`src/common/modem_cfg_params.svh`:
```
`ifndef MODEM_CFG_PARAMS_SVH
`define MODEM_CFG_PARAMS_SVH

`define ADDR_W                6
`define OFS_MODEM_CFG_TWO     6'h12
`define OFS_SPACING_MANT      6'h14
`define OFS_DEVIATION         6'h15

`define RST_SYNC_MODE         3'h2
`define RST_MODULATION_FORMAT        3'h0
`define RST_SPACING_MANT      8'hf8
`define RST_DEV_EXP           3'h4
`define RST_DEV_MANT          3'h7

`define FLD_HI_LSB            4
`define FLD_LO_LSB            0

`define SPACING_IMPLIED_ONE   9'h100
`define DEV_IMPLIED_ONE       4'h8

`define TOL_16_LOOSE          5'h01
`define TOL_16_STRICT         5'h00
`define TOL_32                6'h02
`define BITS_16               6'h10
`define BITS_32               6'h20

`define PREAMBLE_DEFAULT      32

`endif

```
`src/common/modem_cfg_pkg.sv`:
```
package modem_cfg_pkg;

    typedef logic [2:0] sync_mode_t;
    typedef logic [2:0] modulation_format_t;

    typedef enum logic [2:0] {
        FMT_FSK  = 3'h0,
        FMT_GFSK = 3'h1,
        FMT_OOK  = 3'h3,
        FMT_MSK  = 3'h7
    } mod_fmt_code_t;

    typedef enum {
        TX_IDLE,
        TX_PREAMBLE,
        TX_SYNC
    } tx_phase_t;

endpackage

```
`src/rtl/sync_mismatch_count.sv`:
```
`timescale 1ns/1ps
`default_nettype none

module sync_mismatch_count #(
    parameter int WIDTH = 16,
    parameter int CW    = 5
) (
    input  wire logic [WIDTH-1:0] seen_in,
    input  wire logic [WIDTH-1:0] expect_in,
    output logic      [CW-1:0]    errors_out
);

    initial begin
        if (WIDTH < 1 || (1 << CW) <= WIDTH) begin
            $error("sync_mismatch_count: CW too narrow for WIDTH");
        end
    end

    wire [WIDTH-1:0] diff = seen_in ^ expect_in;

    always_comb begin
        errors_out = '0;
        for (int i = 0; i < WIDTH; i++) begin
            errors_out = errors_out + CW'(diff[i]);
        end
    end

endmodule

`default_nettype wire

```
`src/rtl/modem_sync_spacing_deviation_cfg.sv`:
```
`timescale 1ns/1ps
`default_nettype none

`include "modem_cfg_params.svh"

module modem_sync_spacing_deviation_cfg
    import modem_cfg_pkg::*;
#(
    parameter int PREAMBLE_BITS = `PREAMBLE_DEFAULT
) (
    input  wire logic                          sys_clk_in,
    input  wire logic                          reset_in,
    input  wire logic [`ADDR_W-1:0]            reg_addr_in,
    input  wire logic                          reg_wr_in,
    input  wire logic [7:0]                    reg_wdata_in,
    output logic      [7:0]                    reg_rdata_out,
    input  wire logic [15:0]                   sync_word_in,
    input  wire logic                          carrier_above_in,
    input  wire logic                          rx_bit_in,
    input  wire logic                          rx_bit_valid_in,
    input  wire logic                          rx_restart_in,
    output logic                               sync_found_out,
    output logic                               rx_qualified_out,
    input  wire logic                          tx_start_in,
    input  wire logic                          tx_bit_strobe_in,
    output logic                               tx_bit_out,
    output logic                               tx_bit_active_out,
    output logic                               tx_done_out,
    output modem_cfg_pkg::sync_mode_t          sync_mode_out,
    output modem_cfg_pkg::modulation_format_t  modulation_format_out,
    output logic      [7:0]                    spacing_mantissa_out,
    output logic      [8:0]                    spacing_multiplier_out,
    output logic      [10:0]                   deviation_multiplier_out,
    output logic      [2:0]                    msk_phase_fraction_out,
    output logic                               msk_selected_out
);

    import modem_cfg_pkg::*;

    // Six-bit counter bounds the preamble length
    initial begin
        if (PREAMBLE_BITS < 1 || PREAMBLE_BITS > 63) begin
            $error("PREAMBLE_BITS must be 1..63");
        end
    end

    // Configuration registers
    sync_mode_t         sync_mode_q;
    modulation_format_t modulation_format_q;
    logic [7:0]         spacing_m_q;
    logic [2:0]         dev_e_q;
    logic [2:0]         dev_m_q;

    wire at_cfg_two = (reg_addr_in == `OFS_MODEM_CFG_TWO);
    wire at_spacing = (reg_addr_in == `OFS_SPACING_MANT);
    wire at_dev     = (reg_addr_in == `OFS_DEVIATION);

    wire wr_cfg_two = reg_wr_in && at_cfg_two;
    wire wr_spacing = reg_wr_in && at_spacing;
    wire wr_dev     = reg_wr_in && at_dev;

    always_ff @(posedge sys_clk_in) begin
        if (reset_in) begin
            sync_mode_q  <= `RST_SYNC_MODE;
            modulation_format_q <= `RST_MODULATION_FORMAT;
        end else if (wr_cfg_two) begin
            sync_mode_q  <= reg_wdata_in[`FLD_LO_LSB +: 3];
            modulation_format_q <= reg_wdata_in[`FLD_HI_LSB +: 3];
        end
    end

    always_ff @(posedge sys_clk_in) begin
        if (reset_in) begin
            spacing_m_q <= `RST_SPACING_MANT;
        end else if (wr_spacing) begin
            spacing_m_q <= reg_wdata_in;
        end
    end

    // Bits 7 and 3 are not stored, so writes to them are lost
    always_ff @(posedge sys_clk_in) begin
        if (reset_in) begin
            dev_e_q <= `RST_DEV_EXP;
            dev_m_q <= `RST_DEV_MANT;
        end else if (wr_dev) begin
            dev_e_q <= reg_wdata_in[`FLD_HI_LSB +: 3];
            dev_m_q <= reg_wdata_in[`FLD_LO_LSB +: 3];
        end
    end

    // Readback, unmapped and reserved bits read zero
    wire [7:0] rd_cfg_two = {1'b0, modulation_format_q, 1'b0, sync_mode_q};
    wire [7:0] rd_dev     = {1'b0, dev_e_q, 1'b0, dev_m_q};
    wire [7:0] rd_mux     = at_cfg_two ? rd_cfg_two :
                            at_spacing ? spacing_m_q :
                            at_dev     ? rd_dev : 8'h00;

    // Derived frequency factors
    wire       is_msk    = (modulation_format_q == FMT_MSK);
    wire       is_fsk    = (modulation_format_q == FMT_FSK) || (modulation_format_q == FMT_GFSK);
    // Implied leading one gives a multiplier of 256 to 511
    wire [8:0] spc_mult  = `SPACING_IMPLIED_ONE + 9'(spacing_m_q);
    wire [3:0] dev_mant4 = `DEV_IMPLIED_ONE + 4'(dev_m_q);
    // OOK and MSK carry no frequency deviation
    wire [10:0] dev_mult = is_fsk ? (11'(dev_mant4) << dev_e_q) : 11'h000;
    wire [2:0] msk_frac  = is_msk ? dev_m_q : 3'h0;

    // Field mirrors, one cycle behind the registers
    always_ff @(posedge sys_clk_in) begin
        if (reset_in) begin
            reg_rdata_out         <= 8'h00;
            sync_mode_out         <= `RST_SYNC_MODE;
            modulation_format_out <= `RST_MODULATION_FORMAT;
            spacing_mantissa_out  <= `RST_SPACING_MANT;
        end else begin
            reg_rdata_out         <= rd_mux;
            sync_mode_out         <= sync_mode_q;
            modulation_format_out <= modulation_format_q;
            spacing_mantissa_out  <= spacing_m_q;
        end
    end

    // Factors stay zero until the first edge out of reset
    always_ff @(posedge sys_clk_in) begin
        if (reset_in) begin
            spacing_multiplier_out   <= 9'h000;
            deviation_multiplier_out <= 11'h000;
            msk_phase_fraction_out   <= 3'h0;
            msk_selected_out         <= 1'b0;
        end else begin
            spacing_multiplier_out   <= spc_mult;
            deviation_multiplier_out <= dev_mult;
            msk_phase_fraction_out   <= msk_frac;
            msk_selected_out         <= is_msk;
        end
    end

    // Mode decode, bit 2 adds carrier gating, bits 1:0 pick the sync length
    wire sync_used  = (sync_mode_q[1:0] != 2'b00);
    wire sync_32    = (sync_mode_q[1:0] == 2'b11);
    wire need_cs    = sync_mode_q[2];
    wire carrier_ok = !need_cs || carrier_above_in;
    // Mode x01 forgives one wrong bit, x10 none
    wire [4:0] tol16 = (sync_mode_q[1:0] == 2'b01) ? `TOL_16_LOOSE : `TOL_16_STRICT;

    // Receive search, newest bit at the LSB
    logic [31:0] rx_shift_q;
    logic [5:0]  bits_seen_q;
    logic        bit_taken_q;
    logic        found_q;
    logic [4:0]  err16;
    logic [5:0]  err32;

    sync_mismatch_count #(.WIDTH(16), .CW(5)) u_cmp16 (
        .seen_in    (rx_shift_q[15:0]),
        .expect_in  (sync_word_in),
        .errors_out (err16)
    );

    sync_mismatch_count #(.WIDTH(32), .CW(6)) u_cmp32 (
        .seen_in    (rx_shift_q),
        .expect_in  ({sync_word_in, sync_word_in}),
        .errors_out (err32)
    );

    wire enough16 = (bits_seen_q >= `BITS_16);
    wire enough32 = (bits_seen_q >= `BITS_32);
    wire match16  = enough16 && (err16 <= tol16);
    wire match32  = enough32 && (err32 <= `TOL_32);
    wire search_on = bit_taken_q && sync_used && !found_q;
    wire sel_match = sync_32 ? match32 : match16;
    wire hit       = search_on && carrier_ok && sel_match;
    // Without a search, qualification rests on the bit 2 carrier gate alone
    wire qualify   = sync_used ? (found_q || hit) : carrier_ok;

    // Shift and count
    always_ff @(posedge sys_clk_in) begin
        if (reset_in || rx_restart_in) begin
            rx_shift_q  <= 32'h0000_0000;
            bits_seen_q <= 6'h00;
            bit_taken_q <= 1'b0;
        end else begin
            bit_taken_q <= rx_bit_valid_in;
            if (rx_bit_valid_in) begin
                rx_shift_q <= {rx_shift_q[30:0], rx_bit_in};
            end
            // Saturate so a long preamble never wraps the count
            if (rx_bit_valid_in && (bits_seen_q != `BITS_32)) begin
                bits_seen_q <= bits_seen_q + 6'h01;
            end
        end
    end

    // Restart outranks a hit in the same cycle, like a local reset
    always_ff @(posedge sys_clk_in) begin
        if (reset_in || rx_restart_in) begin
            found_q          <= 1'b0;
            sync_found_out   <= 1'b0;
            rx_qualified_out <= 1'b0;
        end else begin
            if (hit) begin
                found_q <= 1'b1;
            end
            sync_found_out   <= hit;
            rx_qualified_out <= qualify;
        end
    end

    // Transmit preamble and sync
    tx_phase_t  tx_phase_q;
    logic [5:0] tx_cnt_q;
    logic       tx_second_q;

    localparam logic [5:0] PRE_LAST = 6'(PREAMBLE_BITS - 1);

    // Preamble alternates starting with a one, sync goes out MSB first
    wire [3:0] sync_idx  = 4'(~tx_cnt_q[3:0]);
    wire       pre_bit   = ~tx_cnt_q[0];
    wire       pre_end   = (tx_cnt_q == PRE_LAST);
    wire       sync_bit  = sync_word_in[sync_idx];
    wire       sync_next = sync_word_in[4'(sync_idx - 4'h1)];
    wire       sync_wrap = (tx_cnt_q[3:0] == 4'hf);
    wire       sync_last = sync_wrap && (!sync_32 || tx_second_q);

    // One bit per strobe, held between strobes
    always_ff @(posedge sys_clk_in) begin
        if (reset_in) begin
            tx_phase_q        <= TX_IDLE;
            tx_cnt_q          <= 6'h00;
            tx_second_q       <= 1'b0;
            tx_bit_out        <= 1'b0;
            tx_bit_active_out <= 1'b0;
            tx_done_out       <= 1'b0;
        end else begin
            tx_done_out <= 1'b0;
            // A start outside idle is ignored
            case (tx_phase_q)
                TX_IDLE: begin
                    if (tx_start_in) begin
                        tx_cnt_q    <= 6'h00;
                        tx_second_q <= 1'b0;
                        if (sync_used) begin
                            tx_phase_q        <= TX_PREAMBLE;
                            tx_bit_active_out <= 1'b1;
                            tx_bit_out        <= 1'b1;
                        end else begin
                            tx_done_out <= 1'b1;
                        end
                    end
                end
                TX_PREAMBLE: begin
                    tx_bit_out <= pre_bit;
                    if (tx_bit_strobe_in) begin
                        if (pre_end) begin
                            tx_phase_q <= TX_SYNC;
                            tx_cnt_q   <= 6'h00;
                            tx_bit_out <= sync_word_in[15];
                        end else begin
                            tx_cnt_q   <= tx_cnt_q + 6'h01;
                            tx_bit_out <= ~pre_bit;
                        end
                    end
                end
                TX_SYNC: begin
                    tx_bit_out <= sync_bit;
                    if (tx_bit_strobe_in) begin
                        if (sync_last) begin
                            tx_phase_q        <= TX_IDLE;
                            tx_bit_active_out <= 1'b0;
                            tx_bit_out        <= 1'b0;
                            tx_done_out       <= 1'b1;
                        end else begin
                            if (sync_wrap) begin
                                tx_second_q <= 1'b1;
                            end
                            tx_cnt_q   <= {2'b00, tx_cnt_q[3:0] + 4'h1};
                            tx_bit_out <= sync_next;
                        end
                    end
                end
                default: begin
                    tx_phase_q        <= TX_IDLE;
                    tx_bit_active_out <= 1'b0;
                end
            endcase
        end
    end

endmodule

`default_nettype wire

```
`config.mk`:
```
export PLATFORM = sky130hd
export DESIGN_NAME = modem_sync_spacing_deviation_cfg
export DESIGN_NICKNAME = d
export VERILOG_FILES = /design/src/common/modem_cfg_pkg.sv /design/src/rtl/sync_mismatch_count.sv /design/src/rtl/modem_sync_spacing_deviation_cfg.sv
export VERILOG_INCLUDE_DIRS = /design/src /design/src/common
export SDC_FILE = /design/constraint.sdc
export NUM_CORES = 1
export LEC_CHECK = 0
export BUFFER_PORTS_ARGS = -buffer_cell sky130_fd_sc_hd__buf_2
export CORE_UTILIZATION = 50
export CTS_BUF_LIST = sky130_fd_sc_hd__clkbuf_2
export CTS_CLUSTER_DIAMETER = 40
export DETAILED_ROUTE_END_ITERATION = 16
export PLACE_DENSITY_LB_ADDON = 0.25
export SKIP_LAST_GASP = 1
export SLEW_MARGIN = 15
export SYNTH_ARGS = -nofsm -noshare
export SYNTH_HDL_FRONTEND = slang
export SYNTH_HIERARCHICAL = 1
export SYNTH_SLANG_ARGS = --single-unit
```
`constraint.sdc`:
```
create_clock -name sys_clk_in -period 4.81 [get_ports sys_clk_in]
set_input_delay 0.2405 -clock sys_clk_in [delete_from_list [all_inputs] [get_ports sys_clk_in]]
set_output_delay 0.2405 -clock sys_clk_in [all_outputs]
set_load 0.005 [all_outputs]
```
==> results of run 1 <==
==> per-stage QoR <==
stage / instances / area, um^2
final: 931 / 7530
after global routing: 931 / 7530
after CTS: 930 / 7500
after detailed placement: 881 / 7050
after global placement: 881 / 7050
after floorplan: 626 / 6340
==> state kept, by name (all words and copies together) (netlist names), 3 cells and up <==
register,count
rx_shift_q,32
deviation_multiplier_out,11
reg_rdata_out,8
spacing_m_q,8
spacing_mantissa_out,8
bits_seen_q,6
spacing_multiplier_out,6
tx_cnt_q,6
dev_e_q,3
dev_m_q,3
modulation_format_out,3
modulation_format_q,3
msk_phase_fraction_out,3
sync_mode_out,3
sync_mode_q,3
==> worst min-delay path: cells and delay by family <==
kind | cells | cell delay [ps]
AND/OR/NAND/NOR | 3 | 450
buffers and inverters | 1 | 70
==> cell usage in the layout, fill, tap and decap left out, types with 6 or more instances in the layout <==
| cell type | n |
|---|---|
| sky130_fd_sc_hd__a22oi_1 | 6 |
| sky130_fd_sc_hd__buf_4 | 33 |
| sky130_fd_sc_hd__nor2b_1 | 16 |
| sky130_fd_sc_hd__xnor2_2 | 10 |
| sky130_fd_sc_hd__fa_1 | 32 |
| sky130_fd_sc_hd__or2_2 | 8 |
| sky130_fd_sc_hd__xor2_1 | 21 |
| sky130_fd_sc_hd__dfxtp_1 | 109 |
| sky130_fd_sc_hd__xnor2_1 | 28 |
| sky130_fd_sc_hd__nand2_1 | 32 |
| sky130_fd_sc_hd__nand3_1 | 14 |
| sky130_fd_sc_hd__mux2i_1 | 53 |
| sky130_fd_sc_hd__dfxtp_2 | 8 |
| sky130_fd_sc_hd__mux4_2 | 8 |
| sky130_fd_sc_hd__buf_2 | 89 |
| sky130_fd_sc_hd__nor2_1 | 65 |
| sky130_fd_sc_hd__dlygate4sd3_1 | 18 |
| sky130_fd_sc_hd__a21oi_1 | 19 |
| sky130_fd_sc_hd__mux2_2 | 9 |
| sky130_fd_sc_hd__inv_1 | 45 |
| sky130_fd_sc_hd__o21ai_0 | 12 |
| sky130_fd_sc_hd__clkbuf_2 | 19 |
| sky130_fd_sc_hd__a211oi_1 | 6 |
| sky130_fd_sc_hd__ha_1 | 19 |
==> area by class of cell <==
class | count | area (um^2) | share of cell area (%)
clock inverter | 12 | 131 | 1.74
timing repair buffer | 140 | 873 | 11.6
inverter | 48 | 180 | 2.39
sequential | 117 | 2350 | 31.2
tap | 168 | 210 | 2.79
multi-input combinational | 427 | 3690 | 49.0
clock buffer | 19 | 95.1 | 1.26
==> logic make-up (layout without fill, tap and decap cells) <==
logic type                 after synthesis  count (layout)  synth area share (%)
and+or+nand+nor                        178             178                  14.3
xor gates and xnor gates                59              59                  8.21
adders and majority gates               54              54                  14.8
DFF                                    117             117                  37.2
AOI/OAI and AO/OA                       66              66                  6.76
muxes                                   70              70                  12.9
buffers and inverters                   82             219                  5.84
==> what timing repair did <==
item                                   4_1_cts  5_1_grt
setup buffers                                0        1
pin swaps                                    7        7
hold buffers                                18        0
gates resized for setup                      8        8
setup endpoints to repair                    3        3
endpoints found under the hold margin       33        0
==> layer usage <==
layer / global-route usage (%) / up-vias
met5: 0 / -
li1: - / 2338
met4: 11.0 / 0
met1: 27.9 / 2230
met2: 38.0 / 143
met3: 5.13 / 34
==> how the worst min path moves through the flow <==
stage,from,to,cells after the start
2_1_floorplan,reg_wdata_in[3],spacing_m_q[3],2
5_1_grt,reg_addr_in[3],reg_rdata_out[3],4
6_report,reg_addr_in[5],reg_rdata_out[3],4
4_1_cts,reg_addr_in[3],reg_rdata_out[3],4
3_3_place_gp,spacing_m_q[3],spacing_mantissa_out[3],1
3_5_place_dp,spacing_m_q[7],spacing_mantissa_out[7],1
==> where the power goes <==
part	internal (mW)	switching (mW)	total, mW
Sequential	0.995	0.0252	1.02
Combinational	0.750	0.778	1.53
Clock	0.242	0.390	0.632
==> cell usage after synthesis, types with 2 or more instances <==
cell type / n / share of area (%)
sky130_fd_sc_hd__nor2_1: 66 / 3.9
sky130_fd_sc_hd__o31ai_1: 3 / 0.36
sky130_fd_sc_hd__and3b_1: 2 / 0.28
sky130_fd_sc_hd__nand3b_1: 2 / 0.24
sky130_fd_sc_hd__nand3_1: 14 / 1.1
sky130_fd_sc_hd__mux2_2: 9 / 1.6
sky130_fd_sc_hd__nand2b_1: 5 / 0.50
sky130_fd_sc_hd__mux2i_1: 53 / 8.4
sky130_fd_sc_hd__nor3_1: 4 / 0.32
sky130_fd_sc_hd__or4_1: 3 / 0.36
sky130_fd_sc_hd__xor2_1: 21 / 2.9
sky130_fd_sc_hd__buf_4: 5 / 0.60
sky130_fd_sc_hd__a22oi_1: 6 / 0.72
sky130_fd_sc_hd__ha_1: 20 / 4.0
sky130_fd_sc_hd__or3b_1: 3 / 0.42
sky130_fd_sc_hd__buf_6: 3 / 0.54
sky130_fd_sc_hd__and3_1: 5 / 0.50
sky130_fd_sc_hd__and2_1: 4 / 0.40
sky130_fd_sc_hd__or2_2: 8 / 0.80
sky130_fd_sc_hd__o22ai_1: 2 / 0.20
sky130_fd_sc_hd__a21oi_2: 3 / 0.42
sky130_fd_sc_hd__clkbuf_1: 19 / 1.1
sky130_fd_sc_hd__a21oi_1: 20 / 1.6
sky130_fd_sc_hd__nand4_1: 5 / 0.50
sky130_fd_sc_hd__o21a_1: 2 / 0.24
sky130_fd_sc_hd__o21ai_0: 12 / 0.95
sky130_fd_sc_hd__buf_2: 3 / 0.24
sky130_fd_sc_hd__xnor2_1: 38 / 5.3
sky130_fd_sc_hd__nor2b_1: 16 / 1.6
sky130_fd_sc_hd__mux4_2: 8 / 2.9
sky130_fd_sc_hd__nand2_1: 32 / 1.9
sky130_fd_sc_hd__inv_1: 48 / 2.9
sky130_fd_sc_hd__a21o_1: 2 / 0.24
sky130_fd_sc_hd__dfxtp_1: 117 / 37
sky130_fd_sc_hd__fa_1: 34 / 11
sky130_fd_sc_hd__a211oi_1: 7 / 0.83
==> run_results.csv, run 1 <==
group,metric,value,unit
sta,timing.hold.ws,89.9,ps
cts,cts-htree-levels,4,
detailed_routing,drcViolationCount,0,
detailed_routing,top_layer_used,"met4",
sta,rsz0062_at_grt,"yes",
worst_setup_path,crit_arrival,5920,ps
yosys,synth_nets,719,
grt,grt_start_max_net_pins,49,
sta,finalSetupViolations,3,
cts,clock_insertion_delay_worst_skew,720,ps
sta,worst_pin_slew,1030,ps
finish,final.fill_count,1011,
power,static-leakage-power,3.33,nW
sta,clock_skew,21.5,ps
detailed_routing,drt_iter0_drc,240,
yosys,synthesis.area_per_instance,10.1,um^2
finish,finalCoreUtilization,62.0,%
grt,wire_length_of_the_first_global_routing_pass,22.7,mm
worst_setup_path,crit_chain,"xnor2_2 -> fa_1 -> fa_1 -> fa_1 -> fa_1 -> fa_2 -> fa_1 -> inv_1 -> ha_2 -> inv_2 -> fa_2 -> nand2b_4 -> a21oi_2 -> xor2_1 -> a21oi_1 -> nand4_1 -> a21oi_2 -> nor2_2 -> a211oi_2",
finish,drive_above_1_share,28.3,%
detailed_routing,route.met2.wl,6.80,mm
finish,final_net_count,844,
cts,cts.path.max_buffers,2,
die,die-height,114,um
yosys,synthArstFlopShare,0,%
worst_setup_path,critical_path.startpoint,"rx_shift_q[5]",
power,power.density,422,mW/mm^2
worst_setup_path,critPathLaunchType,"flop",
worst_setup_path,path_buf_inv,2,
yosys,synth_flop_type,"sky130_fd_sc_hd__dfxtp_1",
placement,placement.io_buffers,89,
sta,timing_hold_violations_final,0,
finish,diodes,0,
worst_setup_path,cpLargestDelayFamily,"adder cells",
yosys,synthDistinctLibCells,58,
worst_setup_path,critical_path.reg2reg.endpoint,"rx_qualified_out",
grt,overall_global_routing_resource_usage,22.8,%
min_path,min_path_type,"in -> reg",
worst_setup_path,r2r_start,"rx_shift_q[5]",
job,cap_violations,0,
sta,fin_crit,5290,ps
detailed_routing,drt_pass1_iterations,5,
yosys,sequential_fraction_of_the_synthesis_area,37.2,%
detailed_routing,wl_per_cell,14.9,um
run_status,run_status,"complete, but fails checks",
sta,layout_worst_path_cycle_share,110,%
detailed_routing,vias_per_cell,5.10,
detailed_routing,postRouteAntennaNets,0,
die,floorplan.die.width,114,um
worst_setup_path,r2r.worst_path.cells,19,
detailed_routing,wl_met1,6.05,mm
sta,final.setup.worst_slack,-477,ps
sta,fmaxAchievable,189,MHz
sta,setup_tns,-1220,ps
worst_setup_path,end_kind,"flop",
placement,gp_congestion,0.900,
cts,cts_inserted_buffers,17,
power,worst_ir_drop_vdd,0.336,mV
worst_setup_path,crit_required,5440,ps
cts,cts.root.buffer_cell,"sky130_fd_sc_hd__clkbuf_2",
worst_setup_path,worst_path_max_delay_cell,"sky130_fd_sc_hd__fa_1",
die,num_io_pins,90,
worst_setup_path,worstSetupPathType,"reg -> reg",
detailed_routing,wl_met3,610,um
yosys,syn-instance-count,626,
cts,clock_pin_slew_of_the_registers_on_the_worst_case_setup_and_hold_paths,170,ps
detailed_routing,detail_route.wirelength,13.8,mm
die,core-area,0.0122,mm^2
grt,first_global_vias,4692,
finish,areaGrowthSynthToFinish,19.7,%
yosys,ys_seq_elements,117,
worst_setup_path,critical_path_peak_fanout,2,
worst_setup_path,worst_setup_path_endpoint,"rx_qualified_out",
yosys,synth_enable_flop_cells,0,
die,fp.dieArea,0.0130,mm^2
worst_setup_path,cpPeakStageDelay,540,ps
grt,antenna_found_initial,0,
die,fp-row-count,40,
yosys,post_synth_instance_area,0.00629,mm^2
cts,clock_tree_from_tritoncts,"yes",
power,fin_total_pwr,3.18,mW
yosys,synthesis.yosys.warnings,6,
die,starting_utilization_of_the_core_area,51.8,%
detailed_routing,routed-via-count,4745,
placement,place_hpwl,10.3,mm
worst_setup_path,regToRegSetupSlack,-480,ps
cts,clkSinkCount,117,
placement,detailedPlace.worstSlack,-609,ps
sta,slew_viol_final,0,
run_status,violations,"negative setup slack",
worst_setup_path,crit_cells,19,
worst_setup_path,critPathMostFrequentCell,"sky130_fd_sc_hd__fa_1",
grt,grt_overflow,0,
sta,slew-limit-headroom,31.6,%
No activity file was read; power rests on OpenSTA's default activity.
==> run 2: changes to the inputs <==
--- a/config.mk
+++ b/config.mk
@@ -6,12 +6,13 @@
 export SDC_FILE = /design/constraint.sdc
 export NUM_CORES = 1
 export LEC_CHECK = 0
-export BUFFER_PORTS_ARGS = -buffer_cell sky130_fd_sc_hd__buf_2
 export CORE_UTILIZATION = 50
 export CTS_BUF_LIST = sky130_fd_sc_hd__clkbuf_2
 export CTS_CLUSTER_DIAMETER = 40
 export DETAILED_ROUTE_END_ITERATION = 16
+export DONT_BUFFER_PORTS = 1
 export PLACE_DENSITY_LB_ADDON = 0.25
+export RECOVER_POWER = 50
 export SKIP_LAST_GASP = 1
 export SLEW_MARGIN = 15
 export SYNTH_ARGS = -nofsm -noshare
==> run 2 against run 1 <==
Compared with the run above:
- the flow finishes with violations (max-capacitance violations, max-slew violations, negative setup slack)
- global-route usage grew 0.23 points
- final area shrank 4.1%
- clock-buffer cell count shrank 1
- die area is the same
- via count shrank 3.5%
- clock power shrank 14%
- cell count shrank 7.5%
- sequential share of layout area grew 1.3 points
- non-clock buffer count shrank 71
- utilization shrank 2.5 points
- critical path depth grew 2
==> run_results.csv, run 2 (same netlist as run 1, synthesis figures left out) <==
group,metric,value,unit
min_path,timing.hold.worst.start,"reg_wr_in",
finish,diodes,0,
finish,most-common-layout-cells,"sky130_fd_sc_hd__dfxtp_1 (113), sky130_fd_sc_hd__nor2_1 (66), sky130_fd_sc_hd__mux2i_1 (53)",
sta,fin_crit,5320,ps
die,core-area,0.0122,mm^2
detailed_routing,detail_route.wirelength,13.9,mm
power,power.internal,1.86,mW
job,cap_violations,1,
sta,fmaxAchievable,188,MHz
worst_setup_path,crit_required,5410,ps
finish,areaGrowthSynthToFinish,14.8,%
worst_setup_path,end_kind,"flop",
finish,layout_commonest_cell,"sky130_fd_sc_hd__dfxtp_1",
finish,drive_above_1_share,14.9,%
min_path,min_path_type,"in -> reg",
sta,slew-limit-headroom,-67.9,%
worst_setup_path,critical_path.reg2reg.endpoint,"rx_qualified_out",
grt,antenna_found_initial,0,
detailed_routing,vias_per_cell,5.32,
worst_setup_path,critical_path_peak_fanout,2,
placement,place_area,0.00651,mm^2
sta,rsz0062_at_grt,"yes",
sta,timing.hold.ws,47.0,ps
grt,overall_global_routing_resource_usage,23.0,%
finish,post-route-cell-area,0.00723,mm^2
finish,regMostFlops,"rx_shift_q",
sta,worst_pin_slew,2520,ps
cts,clkSinkCount,117,
sta,finalSetupViolations,3,
grt,grt_start_max_net_pins,43,
worst_setup_path,crit_arrival,5920,ps
detailed_routing,drt_pass1_iterations,5,
detailed_routing,wl_per_cell,16.2,um
die,floorplan.die.width,114,um
run_status,run_status,"complete, but fails checks",
min_path,worst_hold_endpoint,"dev_m_q[1]",
power,power_frac_clock,17.8,%
cts,clock_insertion_delay_worst_skew,700,ps
grt,first_global_vias,4756,
finish,largestRegisters,"rx_shift_q (32), deviation_multiplier_out (11)",
power,share_seq_of_total_power,33.6,%
worst_setup_path,critPathLaunchType,"flop",
placement,placement.io_buffers,0,
cts,cts_inserted_buffers,17,
sta,final.setup.worst_slack,-512,ps
power,net-switching-power,1.18,mW
cts,cts.path.max_buffers,2,
grt,wire_length_of_the_first_global_routing_pass,23.1,mm
power,static-leakage-power,3.00,nW
cts,cts-htree-levels,4,
detailed_routing,drt_iter0_drc,239,
cts,clock_pin_slew_of_the_registers_on_the_worst_case_setup_and_hold_paths,180,ps
min_path,min_path_cells,3,
worst_setup_path,worstSetupPathType,"reg -> reg",
placement,place_hpwl,9.78,mm
die,fp-row-count,40,
die,num_io_pins,90,
detailed_routing,postRouteAntennaNets,0,
placement,gp_congestion,0.905,
die,starting_utilization_of_the_core_area,51.8,%
cts,clock_tree_from_tritoncts,"yes",
power,power.combinational.fraction,48.6,%
die,fp.dieArea,0.0130,mm^2
run_status,violations,"max-capacitance violations, max-slew violations, negative setup slack",
worst_setup_path,regToRegSetupSlack,-510,ps
power,power.density,421,mW/mm^2
worst_setup_path,r2r.worst_path.cells,21,
finish,largest_register_ffs,32,
power,worst_ir_drop_vdd,0.354,mV
detailed_routing,drcViolationCount,0,
cts,cts.root.buffer_cell,"sky130_fd_sc_hd__clkbuf_2",
worst_setup_path,r2r_start,"rx_shift_q[15]",
detailed_routing,routed-via-count,4581,
grt,grt_overflow,0,
die,die-height,114,um
sta,layout_worst_path_cycle_share,111,%
sta,timing_hold_violations_final,0,
sta,slew_viol_final,37,
power,power.share.switching,38.8,%
finish,final_net_count,773,
sta,clock_skew,29.8,ps
finish,finalCoreUtilization,59.4,%
## run 2: worst max-delay path by stage
stage,startpoint,endpoint,slack (ps)
after floorplan,rx_shift_q[23],rx_qualified_out,-280
after CTS,rx_shift_q[23],rx_qualified_out,-520
final,rx_shift_q[15],rx_qualified_out,-510
after global placement,rx_shift_q[23],rx_qualified_out,-420
after global routing,rx_shift_q[23],rx_qualified_out,-800
after detailed placement,rx_shift_q[25],rx_qualified_out,-560
## run 2: power groups by stage
stage               clock, mW  combinational (mW)  sequential (mW)
floorplan                   0                1.12             1.03
global placement            0                1.34             1.04
detailed placement          0                1.41             1.04
CTS                     0.557                1.47             1.02
global route            0.612                1.68             1.03
finish                  0.541                1.48             1.02
## run 2: area by class of cell
type	instances	area (um^2)
fillers	1049	4930
well taps	168	210
flip-flops and latches	117	2350
inverters	48	180
clock buffers	18	90.1
repair buffers	69	634
clock inverters	14	104
multi-input cells	427	3660
## run 2: through the flow
stage	total power, mW	setup WS (ps)	setup TNS (ps)	instances
after global routing	3.32	-798	-2110	861
after global placement	2.38	-416	-1000	779
final	3.05	-512	-1280	861
after floorplan	2.15	-283	-596	626
after detailed placement	2.45	-558	-1360	779
after CTS	3.05	-518	-1260	860
## run 2: critical path, stage by stage, from the launching register on
cell	delay (ps)
sky130_fd_sc_hd__dfxtp_2	370
sky130_fd_sc_hd__xnor2_2	150
sky130_fd_sc_hd__fa_1	530
sky130_fd_sc_hd__inv_1	50
sky130_fd_sc_hd__fa_1	490
sky130_fd_sc_hd__inv_1	60
sky130_fd_sc_hd__fa_1	540
sky130_fd_sc_hd__fa_1	430
sky130_fd_sc_hd__fa_2	550
sky130_fd_sc_hd__fa_1	400
sky130_fd_sc_hd__inv_1	70
sky130_fd_sc_hd__ha_2	190
sky130_fd_sc_hd__inv_2	40
sky130_fd_sc_hd__fa_2	360
sky130_fd_sc_hd__nand2b_4	150
sky130_fd_sc_hd__a21oi_2	140
sky130_fd_sc_hd__xor2_1	80
sky130_fd_sc_hd__a21oi_1	110
sky130_fd_sc_hd__nand4_1	110
sky130_fd_sc_hd__a21oi_2	160
sky130_fd_sc_hd__nor2_1	80
sky130_fd_sc_hd__a211oi_1	190
## run 2: routing by layer
metal | GRT usage (%) | wire [um] | up-vias
li1 | - | - | 2196
met1 | 27.0 | 5810 | 2232
met2 | 39.3 | 7080 | 132
met3 | 7.09 | 834 | 21
met4 | 9.00 | 196 | 0
met5 | 0 | 0 | -
## run 2: timing repair
item                                   in CTS  in global routing
setup buffers                               0                  1
gates resized for setup                     6                  0
hold buffers                               49                  0
cloned                                      0                  0
setup endpoints to repair                   3                  3
pin swaps                                   1                  1
endpoints found under the hold margin     115                  0
